[config.mk]
export PLATFORM = sky130hd
export DESIGN_NAME = drc_top
export DESIGN_NICKNAME = d
export VERILOG_FILES = /design/src/drc_pkg.sv /design/src/drc_top.sv
export SDC_FILE = /design/constraint.sdc
export NUM_CORES = 1
export LEC_CHECK = 0
export BUFFER_PORTS_ARGS = -buffer_cell sky130_fd_sc_hd__buf_2
export CAP_MARGIN = 10
export CORE_MARGIN = 2
export CORE_UTILIZATION = 31
export DETAILED_ROUTE_END_ITERATION = 10
export HOLD_SLACK_MARGIN = 0.12
export REMOVE_ABC_BUFFERS = 1
export SLEW_MARGIN = 40
export SYNTH_ARGS = -nofsm -noshare
export SYNTH_HDL_FRONTEND = slang
export SYNTH_SLANG_ARGS = --single-unit
[constraint.sdc]
create_clock -name sys_clk_i -period 3.4 [get_ports sys_clk_i]
set_input_delay 0.34 -clock sys_clk_i [delete_from_list [all_inputs] [get_ports sys_clk_i]]
set_output_delay 0.34 -clock sys_clk_i [all_outputs]
set_load 0.05 [all_outputs]
[src/drc_pkg.sv]
/*
  Constants, register map and carrier types for the DRAM refresh, SDRAM
  and check-code control block. Assumes a single 250 MHz clock domain.
*/
package drc_pkg;

  localparam int unsigned ADDR_W = 8;
  localparam int unsigned DATA_W = 8;

  // Register offsets.
  localparam logic [7:0] OFS_REFRESH_INTERVAL = 8'h6A;
  localparam logic [7:0] OFS_REFRESH_STYLE    = 8'h6B;
  localparam logic [7:0] OFS_SYNC_DRAM        = 8'h6C;
  localparam logic [7:0] OFS_PIN_DRIVE        = 8'h6D;
  localparam logic [7:0] OFS_CHECK_CTRL       = 8'h6E;
  localparam logic [7:0] OFS_CHECK_STATUS     = 8'h6F;

  localparam logic [7:0] RST_ZERO = 8'h00;

  // Writable bit masks; everything else reads zero.
  localparam logic [7:0] MSK_REFRESH_STYLE = 8'hC0;
  localparam logic [7:0] MSK_SYNC_DRAM     = 8'hEF;
  localparam logic [7:0] MSK_PIN_DRIVE     = 8'hFF;
  localparam logic [7:0] MSK_CHECK_CTRL    = 8'hBF;

  // Field positions.
  localparam int unsigned BIT_CBR_REFRESH   = 7;
  localparam int unsigned BIT_BURST_REFRESH = 6;
  localparam int unsigned BIT_DEPTH         = 7;
  localparam int unsigned BIT_BURST_WRITE   = 6;
  localparam int unsigned BIT_INTERLEAVE    = 5;
  localparam int unsigned BIT_CAS_LAT       = 3;
  localparam int unsigned BIT_BANK_TEST     = 7;
  localparam int unsigned BIT_PIN_FUNC      = 5;
  localparam int unsigned BIT_FORCE_SMM     = 4;
  localparam int unsigned BIT_CHECK_MODE    = 7;
  localparam int unsigned BIT_SERR_MULTI    = 5;
  localparam int unsigned BIT_SERR_SINGLE   = 4;
  localparam int unsigned BIT_READ_EXTRA    = 3;
  localparam int unsigned BIT_UNCORR_FLAG   = 7;
  localparam int unsigned BIT_CORR_FLAG     = 3;

  // Refresh timing.
  localparam int unsigned TICK_CLOCKS       = 16;
  localparam int unsigned ROWS_SINGLE       = 1;
  localparam int unsigned ROWS_BURST        = 4;
  localparam int unsigned STAGGER_CLOCKS    = 2;
  localparam logic [2:0]  BANK_COUNT        = 3'h6;
  localparam logic [2:0]  BANK_LAST_CODE    = 3'h5;

  // Read timing in clocks.
  localparam logic [1:0] CAS_LAT_SHORT = 2'h2;
  localparam logic [1:0] CAS_LAT_LONG  = 2'h3;
  localparam int unsigned LEADOFF      = 8;
  localparam int unsigned LINE_GAP     = 3;

  typedef enum logic [2:0] {
    DRC_OP_NORMAL    = 3'h0,
    DRC_OP_NOP       = 3'h1,
    DRC_OP_PRECHARGE = 3'h2,
    DRC_OP_COMMAND   = 3'h3,
    DRC_OP_CBR       = 3'h4
  } drc_op_mode_t;

  typedef enum logic [1:0] {
    DRC_CMD_ACCESS,
    DRC_CMD_NOP,
    DRC_CMD_PRECHARGE_ALL,
    DRC_CMD_ADDRESS
  } drc_cmd_kind_t;

  // Register port request.
  typedef struct packed {
    logic              wr;
    logic              rd;
    logic [ADDR_W-1:0] addr;
    logic [DATA_W-1:0] wdata;
  } drc_reg_req_t;

  // Check-code result from the data path.
  typedef struct packed {
    logic       single_err;
    logic       multi_err;
    logic [2:0] bank_code;
  } drc_check_evt_t;

  // Controls sent to the sequencer.
  typedef struct packed {
    logic          cbr_refresh;
    logic          burst_write;
    logic          interleave;
    logic          four_bank;
    logic [1:0]    cas_latency;
    drc_cmd_kind_t cmd_kind;
    logic          pin_as_address;
    logic          smm_active;
    logic          check_ecc;
    logic [2:0]    ecc_pair_en;
    logic          read_extra;
    logic [3:0]    line_gap;
  } drc_ctrl_t;

endpackage

[src/drc_top.sv]
/*
  DRAM refresh, SDRAM mode and check-code control registers with refresh
  request generation and error status capture.
  Assumes one clock, a register port with one-cycle strobes, and a data
  path that reports check-code results and refresh completion.
*/
// Our own choice: the plain strobed port.
`timescale 1ns/1ps
module drc_top
  import drc_pkg::*;
#(
  parameter int unsigned TICK = TICK_CLOCKS
)(
  input  wire logic           sys_clk_i,        // 250 MHz clock
  input  wire logic           resetn_i,         // Async reset, low
  input  wire drc_reg_req_t   reg_req_i,        // Register request
  output logic [DATA_W-1:0]   reg_rdata_o,      // Read data, next cycle
  input  wire logic           smm_active_input_i, // SMM active pin
  input  wire drc_check_evt_t check_evt_i,      // Check result
  input  wire logic [5:0]     bank_populated_i, // Populated banks
  input  wire logic           refresh_done_i,   // Sequencer took refresh
  output logic                refresh_req_o,    // Refresh request level
  output logic [2:0]          refresh_rows_o,   // Rows per request
  output logic [5:0]          refresh_stagger_o, // Staggered strobes
  output drc_ctrl_t           ctrl_o,           // Sequencer controls
  output logic                serr_o            // System error pulse
);

  ////////////////////////////////////////////////////////////////////////
  logic [7:0] interval_q;
  logic [7:0] style_q;
  logic [7:0] sync_q;
  logic [7:0] drive_q;
  logic [7:0] check_ctrl_q;
  logic       uncorr_flag_q;
  logic [2:0] uncorr_bank_q;
  logic       corr_flag_q;
  logic [2:0] corr_bank_q;
  logic       wr_status;
  logic       pair_on;
  logic       multi_evt;
  logic       single_evt;

  assign wr_status = reg_req_i.wr && reg_req_i.addr == OFS_CHECK_STATUS;

  // Configuration registers; reserved bits are masked at write time.
  always_ff @(posedge sys_clk_i or negedge resetn_i)
  begin
    if (!resetn_i)
    begin
      interval_q   <= RST_ZERO;
      style_q      <= RST_ZERO;
      sync_q       <= RST_ZERO;
      drive_q      <= RST_ZERO;
      check_ctrl_q <= RST_ZERO;
    end
    else if (reg_req_i.wr)
    begin
      unique case (reg_req_i.addr)
        OFS_REFRESH_INTERVAL: interval_q <= reg_req_i.wdata;
        OFS_REFRESH_STYLE:
          style_q <= reg_req_i.wdata & MSK_REFRESH_STYLE;
        OFS_SYNC_DRAM:
          sync_q <= reg_req_i.wdata & MSK_SYNC_DRAM;
        OFS_PIN_DRIVE:   drive_q <= reg_req_i.wdata & MSK_PIN_DRIVE;
        OFS_CHECK_CTRL:
          check_ctrl_q <= reg_req_i.wdata & MSK_CHECK_CTRL;
        default: ;
      endcase
    end
  end

  ////////////////////////////////////////////////////////////////////////
  // Errors count only in ECC mode and in a bank pair whose enable is set.
  // Bank codes past the last bank are ignored as they name no bank.
  assign pair_on = check_evt_i.bank_code <= BANK_LAST_CODE &&
                   check_ctrl_q[check_evt_i.bank_code[2:1]];
  assign multi_evt  = check_ctrl_q[BIT_CHECK_MODE] && pair_on &&
                      check_evt_i.multi_err;
  assign single_evt = check_ctrl_q[BIT_CHECK_MODE] && pair_on &&
                      check_evt_i.single_err && !check_evt_i.multi_err;

  // A new error wins over a clear in the same cycle so it is never lost.
  always_ff @(posedge sys_clk_i or negedge resetn_i)
  begin
    if (!resetn_i)
    begin
      uncorr_flag_q <= 1'b0;
      uncorr_bank_q <= 3'h0;
    end
    else if (multi_evt)
    begin
      uncorr_flag_q <= 1'b1;
      uncorr_bank_q <= check_evt_i.bank_code;
    end
    else if (wr_status)
    begin
      if (reg_req_i.wdata[BIT_UNCORR_FLAG])
        uncorr_flag_q <= 1'b0;
      uncorr_bank_q <= uncorr_bank_q & ~reg_req_i.wdata[6:4];
    end
  end

  // Correction happens in the data path; nothing is written back.
  always_ff @(posedge sys_clk_i or negedge resetn_i)
  begin
    if (!resetn_i)
    begin
      corr_flag_q <= 1'b0;
      corr_bank_q <= 3'h0;
    end
    else if (single_evt)
    begin
      corr_flag_q <= 1'b1;
      corr_bank_q <= check_evt_i.bank_code;
    end
    else if (wr_status)
    begin
      if (reg_req_i.wdata[BIT_CORR_FLAG])
        corr_flag_q <= 1'b0;
      corr_bank_q <= corr_bank_q & ~reg_req_i.wdata[2:0];
    end
  end

  always_ff @(posedge sys_clk_i or negedge resetn_i)
  begin
    if (!resetn_i)
      serr_o <= 1'b0;
    else
      serr_o <= (multi_evt && check_ctrl_q[BIT_SERR_MULTI]) ||
                (single_evt && check_ctrl_q[BIT_SERR_SINGLE]);
  end

  ////////////////////////////////////////////////////////////////////////
  always_ff @(posedge sys_clk_i or negedge resetn_i)
  begin
    if (!resetn_i)
      reg_rdata_o <= RST_ZERO;
    else if (reg_req_i.rd)
    begin
      unique case (reg_req_i.addr)
        OFS_REFRESH_INTERVAL: reg_rdata_o <= interval_q;
        OFS_REFRESH_STYLE:    reg_rdata_o <= style_q;
        OFS_SYNC_DRAM:        reg_rdata_o <= sync_q;
        OFS_PIN_DRIVE:        reg_rdata_o <= drive_q;
        OFS_CHECK_CTRL:       reg_rdata_o <= check_ctrl_q;
        OFS_CHECK_STATUS:
          reg_rdata_o <= {uncorr_flag_q, uncorr_bank_q,
                          corr_flag_q, corr_bank_q};
        default:              reg_rdata_o <= RST_ZERO;
      endcase
    end
    else
      reg_rdata_o <= RST_ZERO;
  end

  ////////////////////////////////////////////////////////////////////////
  // Refresh timing: a prescaler makes ticks, the interval counter counts
  // ticks. Burst mode stretches the interval four times and asks for
  // four rows, keeping the same average row rate.
  logic [4:0]  pre_q;
  logic [9:0]  intv_q;
  logic        tick;
  logic [9:0]  reload;
  logic [1:0]  stg_q;
  logic [2:0]  stg_bank_q;

  assign tick   = pre_q == 5'(TICK - 1);
  assign reload = style_q[BIT_BURST_REFRESH] ?
                  {interval_q, 2'b00} : {2'b00, interval_q};

  always_ff @(posedge sys_clk_i or negedge resetn_i)
  begin
    if (!resetn_i)
      pre_q <= 5'h0;
    else if (interval_q == RST_ZERO || tick)
      pre_q <= 5'h0;
    else
      pre_q <= pre_q + 5'h1;
  end

  always_ff @(posedge sys_clk_i or negedge resetn_i)
  begin
    if (!resetn_i)
    begin
      intv_q        <= 10'h0;
      refresh_req_o <= 1'b0;
    end
    else if (interval_q == RST_ZERO)
    begin
      intv_q        <= 10'h0;
      refresh_req_o <= 1'b0;
    end
    else
    begin
      if (tick)
      begin
        if (intv_q <= 10'h1)
          intv_q <= reload;
        else
          intv_q <= intv_q - 10'h1;
      end
      // Expiry raises the request; an expiry wins over done in the same cycle.
      if (tick && intv_q <= 10'h1)
        refresh_req_o <= 1'b1;
      else if (refresh_done_i)
        refresh_req_o <= 1'b0;
    end
  end

  always_ff @(posedge sys_clk_i or negedge resetn_i)
  begin
    if (!resetn_i)
      refresh_rows_o <= 3'h0;
    else
      refresh_rows_o <= style_q[BIT_BURST_REFRESH] ?
                        3'(ROWS_BURST) : 3'(ROWS_SINGLE);
  end

  // Staggered strobes: one populated bank at a time, spacing set so that
  // supply surges from all banks never coincide.
  always_ff @(posedge sys_clk_i or negedge resetn_i)
  begin
    if (!resetn_i)
    begin
      stg_q             <= 2'h0;
      stg_bank_q        <= 3'h0;
      refresh_stagger_o <= 6'h0;
    end
    else if (!refresh_req_o)
    begin
      stg_q             <= 2'h0;
      stg_bank_q        <= 3'h0;
      refresh_stagger_o <= 6'h0;
    end
    else
    begin
      stg_q <= (stg_q == 2'(STAGGER_CLOCKS - 1)) ? 2'h0 : stg_q + 2'h1;
      if (stg_q == 2'(STAGGER_CLOCKS - 1) && stg_bank_q < BANK_COUNT)
        stg_bank_q <= stg_bank_q + 3'h1;
      if (stg_bank_q < BANK_COUNT)
        refresh_stagger_o <= refresh_stagger_o |
          (bank_populated_i & (6'h1 << stg_bank_q));
    end
  end

  ////////////////////////////////////////////////////////////////////////
  drc_cmd_kind_t cmd_kind;

  always_comb
  begin
    unique case (sync_q[2:0])
      DRC_OP_NOP:       cmd_kind = DRC_CMD_NOP;
      DRC_OP_PRECHARGE: cmd_kind = DRC_CMD_PRECHARGE_ALL;
      DRC_OP_COMMAND:   cmd_kind = DRC_CMD_ADDRESS;
      default:          cmd_kind = DRC_CMD_ACCESS;
    endcase
  end

  // The bank decode test bit is stored only; it steers nothing here.
  always_ff @(posedge sys_clk_i or negedge resetn_i)
  begin
    if (!resetn_i)
      ctrl_o <= '0;
    else
    begin
      ctrl_o.cbr_refresh    <= style_q[BIT_CBR_REFRESH] ||
                               sync_q[2:0] == DRC_OP_CBR;
      ctrl_o.burst_write    <= sync_q[BIT_BURST_WRITE];
      ctrl_o.interleave     <= sync_q[BIT_INTERLEAVE];
      ctrl_o.four_bank      <= sync_q[BIT_INTERLEAVE] &&
                               sync_q[BIT_DEPTH];
      ctrl_o.cas_latency    <= sync_q[BIT_CAS_LAT] ?
                               CAS_LAT_LONG : CAS_LAT_SHORT;
      ctrl_o.cmd_kind       <= cmd_kind;
      ctrl_o.pin_as_address <= drive_q[BIT_PIN_FUNC];
      ctrl_o.smm_active     <= drive_q[BIT_FORCE_SMM] ||
                               smm_active_input_i;
      ctrl_o.check_ecc      <= check_ctrl_q[BIT_CHECK_MODE];
      ctrl_o.ecc_pair_en    <= check_ctrl_q[2:0];
      ctrl_o.read_extra     <= check_ctrl_q[BIT_READ_EXTRA];
      ctrl_o.line_gap       <= sync_q[BIT_INTERLEAVE] ?
                               4'h1 : 4'(LINE_GAP);
    end
  end

  ////////////////////////////////////////////////////////////////////////
  AST_ZERO_NO_REFRESH: assert property (@(posedge sys_clk_i)
    disable iff (!resetn_i)
    interval_q == RST_ZERO |=> !refresh_req_o)
    else $error("Refresh requested with zero interval.");

  AST_UNCORR_SET: assert property (@(posedge sys_clk_i)
    disable iff (!resetn_i)
    multi_evt |=> uncorr_flag_q &&
                  uncorr_bank_q == $past(check_evt_i.bank_code))
    else $error("Uncorrectable error not captured.");

  AST_CORR_CLEAR: assert property (@(posedge sys_clk_i)
    disable iff (!resetn_i)
    wr_status && reg_req_i.wdata[BIT_CORR_FLAG] && !single_evt
    |=> !corr_flag_q)
    else $error("Corrected flag not cleared by write one.");

  AST_CORR_BANK_CLR: assert property (@(posedge sys_clk_i)
    disable iff (!resetn_i)
    wr_status && reg_req_i.wdata[2:0] == 3'h7 && !single_evt
    |=> corr_bank_q == 3'h0)
    else $error("Corrected bank field not cleared.");

  AST_SERR_GATE: assert property (@(posedge sys_clk_i)
    disable iff (!resetn_i)
    serr_o |-> $past(check_ctrl_q[BIT_SERR_MULTI] ||
                     check_ctrl_q[BIT_SERR_SINGLE]))
    else $error("System error without enable.");

  AST_SMM_FORCE: assert property (@(posedge sys_clk_i)
    disable iff (!resetn_i)
    drive_q[BIT_FORCE_SMM] |=> ctrl_o.smm_active)
    else $error("Forced SMM not reflected.");

  // The first edge after reset still shows the reset value of the
  // controls, so the comparison starts one edge later.
  AST_CAS_LAT: assert property (@(posedge sys_clk_i)
    disable iff (!resetn_i)
    $past(resetn_i) |-> ctrl_o.cas_latency ==
      ($past(sync_q[BIT_CAS_LAT]) ? CAS_LAT_LONG : CAS_LAT_SHORT))
    else $error("Wrong column latency.");

  AST_RESERVED_ZERO: assert property (@(posedge sys_clk_i)
    disable iff (!resetn_i)
    reg_req_i.rd && reg_req_i.addr == OFS_REFRESH_STYLE
    |=> reg_rdata_o[5:0] == 6'h0)
    else $error("Reserved bits read nonzero.");

  // Spacing is judged against the tick parameter, so a shortened tick in
  // simulation is held to the same rule as the real one.
  localparam int TICK_SPAN = TICK;

  AST_TICK_SPACING: assert property (@(posedge sys_clk_i)
    disable iff (!resetn_i)
    tick && interval_q != RST_ZERO
    |-> ##TICK_SPAN (tick || interval_q == RST_ZERO))
    else $error("Refresh tick spacing differs from the tick length.");

  AST_REFRESH_RAISE: assert property (@(posedge sys_clk_i)
    disable iff (!resetn_i)
    tick && intv_q <= 10'h1 && interval_q != RST_ZERO |=> refresh_req_o)
    else $error("Interval expiry raised no refresh request.");

  AST_SERR_MULTI: assert property (@(posedge sys_clk_i)
    disable iff (!resetn_i)
    multi_evt && check_ctrl_q[BIT_SERR_MULTI] |=> serr_o)
    else $error("Enabled uncorrectable error raised no system error.");

  COV_REFRESH: cover property (@(posedge sys_clk_i) $rose(refresh_req_o));
  COV_UNCORR:  cover property (@(posedge sys_clk_i) multi_evt);
  COV_CORR:    cover property (@(posedge sys_clk_i) single_evt ##1 serr_o);
  COV_BURST:   cover property (@(posedge sys_clk_i)
    $rose(refresh_req_o) && refresh_rows_o == 3'(ROWS_BURST));

endmodule

== Word level (Yosys, flattened, before mapping) ==
Index checks and enable logic that the tools add are counted.
Cells by class
  add/subtract/negate cells: 4
  equality and inequality tests: 14
  reductions and logical operators: 30
  mux-type cells: 32
  $lt $le $gt $ge: 4
  shifts and indexed selects: 1
  bitwise gates (word level): 6
Operators with widths (count)
  equality test 8 x 7 -> 1 bit (second input constant): 6
  one-hot mux 8 bit (6 select lines): 1
  two-way mux 10 bit: 4
  two-way mux 3 bit: 7
  AND reduction 2 bit: 7
  two-way mux 6 bit: 2
  logical AND 1 bit: 11
  two-way mux 1 bit: 11
  <= comparator 10 x 1 -> 1 bit (second input constant): 1
  nonzero test 2 bit: 5
  subtractor 10 x 1 -> 10 bit (second input constant): 1
  logical NOT 8 bit: 1
  two-way mux 8 bit: 1
  AND 3 bit: 2
  AND 6 bit: 1
  equality test 3 x 2 -> 1 bit (second input constant): 2
  two-way mux 2 bit: 3
  NOT 3 bit: 2
  OR 6 bit: 1
  one-hot mux 2 bit (3 select lines): 1
  << shifter 1 x 3 -> 6 bit (first input constant): 1
  adder 5 x 1 -> 5 bit (second input constant): 1
  equality test 5 x 4 -> 1 bit (second input constant): 1
  two-way mux 5 bit: 1
  13 further kinds: 17
Storage, ports and cells
  register bits: 96
  output and inout port bits: 38

== Depth between registers and ports, before layout ==
  depth after elaboration: 8
  gate-level depth with buffers: 8
  gate-level depth less buffers: 7

== Worst setup path after synthesis ==
Ideal clock, no wire load.
  path type: register to register
  start: reg intv_q[0]
  end: reg intv_q[2]
  slack: 1.560 ns
  period minus slack after synthesis: 1.840 ns
  required time: 3.319 ns
  stages on the path, launching flop included: 9
  arrival time: 1.759 ns
  path through: dfrtp_1 > inv_1 > ha_1 > or2_0 > buf_2 > and4_1 > buf_6 > or3_1 > a31oi_2
Between the ends
  word-level cells in the longest chain between the ends: 4
  elaborated cells on any way between the ends: 5
Ends and longest elaborated chain
  start, declared: RTL line drc_top.sv:162  | logic [9:0] intv_q;
  start signal, assigned: RTL line drc_top.sv:199  | intv_q <= reload;
  start signal, assigned: RTL line drc_top.sv:201  | intv_q <= intv_q - 10'h1;
  subtractor 10 x 1 -> 10 bit / <= comparator 10 x 1 -> 1 bit (equally long branches): RTL line drc_top.sv:201, drc_top.sv:198
  two-way mux 10 bit (*): RTL line drc_top.sv:198  | if (intv_q <= 10'h1)
  two-way mux 10 bit (*): RTL line drc_top.sv:196  | if (tick)
  two-way mux 10 bit (*): RTL line drc_top.sv:189  | else if (interval_q == RST_ZERO)
Mark *: on every way between the ends. The rest lies on a longest branch, timed or not. The select of a mux whose other input is x is not followed.
A chain may end at the register's enable or synchronous reset.

== Worst setup path in the final report ==
  start: reg pre_q[0]
  end: reg intv_q[7]
Between the ends
  word-level cells in the longest chain between the ends: 2
Ends and longest elaborated chain
  start, declared: RTL line drc_top.sv:161  | logic [4:0] pre_q;
  start signal, assigned: RTL line drc_top.sv:179  | pre_q <= pre_q + 5'h1;
  equality test 5 x 4 -> 1 bit: RTL line drc_top.sv:168  | assign tick = pre_q == 5'(TICK - 1);
  nonzero test 2 bit (no source line)
No other way between the ends.

==> impl_metrics.toml <==
[logic_synthesis]
ys_seq_area_frac = 0.536
synth.largest_area_cell = "dfrtp_1"
synthTopCellsByCount = "dfrtp_1, mux2_2, nor2_1"
yosys_register_bits = 94
synth_cells = 375
ys_async_sr_fraction = 1.00
synth_top_cell_area_share = 0.536
yosysMostFrequentCell = "dfrtp_1"
synth_cell_type_count = 54
synthFlopType = "dfrtp_1"
syn_area_sq_mm = 0.00439
yosys_warnings = 0
avgSynthCellArea_sq_um = 11.7
synth_area_leaders = "dfrtp_1, mux2_2, mux2i_1, ha_1, nor2_1"
synth_edf_count = 0

[final_layout]
n_fill_cell = 1376
nets = 481
fin_cells = 624
diodes = 0
drive_gt1_frac = 0.306
final_area_sq_mm = 0.00516
syn_to_final_growth_pct = 17.6

[sta]
fin_worst_skew_ps = 8.42
setup_violations = 0
final-max-slew-violation-count = 0
clock.fmax_ghz = 0.432
worst_slew_pin_slew_ps = 718
fin_crit_sh = 0.681
tns_ps = 0
hold_viol = 0
rsz0062_at_grt = "no"
post-route-min-period_ps = 2310
slew_headroom = 0.520

[clock_network]
clk_pin_slew_ps = 70
clock_latency_ps = 340
cts_made_buffers = 9
cts.sinks = 94
cts_max_level = 3
cts_buffer_depth = 2
cts_tree = "built"
cts_root_buf = "clkbuf_16"

[worst_hold_path]
hold_path.class = "in2reg"
min_from = "smm_active_input_i"

[setup_path]
crit-reg2reg-launch = "pre_q[0]$_DFF_PN0_"
cp.required_ps = 3590
path_common_cell = "ha_1"
critPathLaunchType = "register"
path_cells = "ha_1, and3_1, ha_1, nor4b_1, a21oi_1, a41oi_1, o22ai_1"
cpPeakStageDelay_ps = 580
cp_top_family = "adder cells"
crit_start = "pre_q[0]$_DFF_PN0_"
critPathSlowestCell = "ha_1"
critPathBufInv = 0
cp-end-kind = "register"
crit_fanout = 22
critPathArrivalTime_ps = 2510
crit_type = "reg2reg"

[die]
start_util = 0.317
coreArea_sq_mm = 0.0138
die_w_um = 123
die_height_um = 123
io_pins = 71
die_area_sq_mm = 0.0151
row_count = 43

[outcome]
status = "finished clean"

[routing]
drt_wl_total_um = 9840
avgRoutedWirePerCell_um = 15.8
vias = 3120
avgViaCountPerCell = 5.00
dr.pass1.iters = 6
final_antenna_net_count = 0
drt_iter0_drc = 127
drc = 0

[grt]
antenna_found_initial = 0
grt_max_degree = 87
track_usage = 0.139
overflow = 0
grt_first_pass_wirelength_um = 16200
grt_pass1_vias = 3135

[power_and_ir_drop]
ir_drop_mv = 0.242
p_leak_nw = 2.51
power_density_mw_per_mm2 = 457
total_power_w = 0.00236

[job]
cap_violations = 0

[place]
globalplace.congestion = 0.821
portBuffers = 67
placed_cell_area_sq_mm = 0.00487
dpl.hpwl_um = 6930
dpl.cell_count = 607
-- cell usage in the layout (no fill, tap or decap), types with 3 or more instances in the layout --
cell	n
dfrtp_1	94
buf_2	66
mux2_2	39
nor2_1	23
nand2_1	17
nand3_1	14
mux2i_1	14
a21oi_1	14
inv_1	13
o21ai_0	12
a31oi_1	11
nor2b_1	10
ha_1	9
clkbuf_16	9
and2_1	8
nor3_1	6
nand2b_1	4
nand3b_1	4
a21boi_0	4
a41oi_1	4
conb_1	4
and3_1	3
a22o_1	3
mux4_2	3
nor3b_1	3
nand4b_1	3
o22ai_1	3
a21o_1	3
-- power by group --
part / switching (W) / leakage [nW] / internal, W
logic: 0.000146 / 1.10 / 0.0000732
clock network: 0.000430 / 0.134 / 0.000521
registers: 0.0000318 / 1.28 / 0.00116
-- logic make-up after synthesis --
family | share of synthesized area
AOI/OAI and AO/OA | 0.0916
xor gates and xnor gates | 0.00599
adders and majority gates | 0.0257
buffers and inverters | 0.0354
DFF | 0.536
muxes | 0.148
other | 0.00171
and+or+nand+nor | 0.156
-- worst paths after layout --
check | end | slack, ps | depth (start not counted)
worst min register to register | ctrl_o[13]$_DFF_PN0_ | 400 | 0
min in group asynchronous | ctrl_o[0]$_DFF_PN0_ | 600 | 2
worst max-delay path | intv_q[7]$_DFFE_PN0N_ | 1090 | 7
max in group asynchronous | ctrl_o[17]$_DFF_PN0_ | 2170 | 3
worst max register to register | intv_q[7]$_DFFE_PN0N_ | 1090 | 7
worst min-delay path | ctrl_o[9]$_DFF_PN0_ | 190 | 2
-- registers in the layout, indices dropped and copies added, names as in the netlist, 5 cells and up --
register / cells
ctrl_o: 16
sync_q: 7
interval_q: 8
drive_q: 8
pre_q: 5
reg_rdata_o: 8
check_ctrl_q: 7
refresh_stagger_o: 6
intv_q: 10
-- cell type report --
cell class | count | area, sq um | share of cell area
flip-flops and latches | 94 | 2350 | 0.456
inverters | 13 | 48.8 | 0.00946
repair buffers | 70 | 369 | 0.0716
well taps | 180 | 225 | 0.0437
multi-input cells | 251 | 1890 | 0.366
clock inverters | 4 | 30.0 | 0.00582
clock buffers | 12 | 246 | 0.0478
-- per-layer routing --
metal  up-vias  share of wire  global-route usage
met5         -              0                   0
li1       1463              -                   -
met3        14          0.049              0.0378
met1      1567           0.45               0.181
met2        76           0.48               0.225
met4         0          0.017              0.0474
-- repair_timing --
item	CTS	global route
hold endpoints to repair	85	0
hold buffers	1	0
gates resized for setup	0	0
setup buffers	0	0
-- through the flow --
step	hold WS [ps]	setup WS (ps)	utilization
finish	193	1090	0.373
global route	184	832	0.373
CTS	180	1100	0.373
floorplan	44.4	1420	-
detailed placement	387	1110	0.352
global placement	389	1200	0.352
No activity file was read; power rests on OpenSTA's default activity.
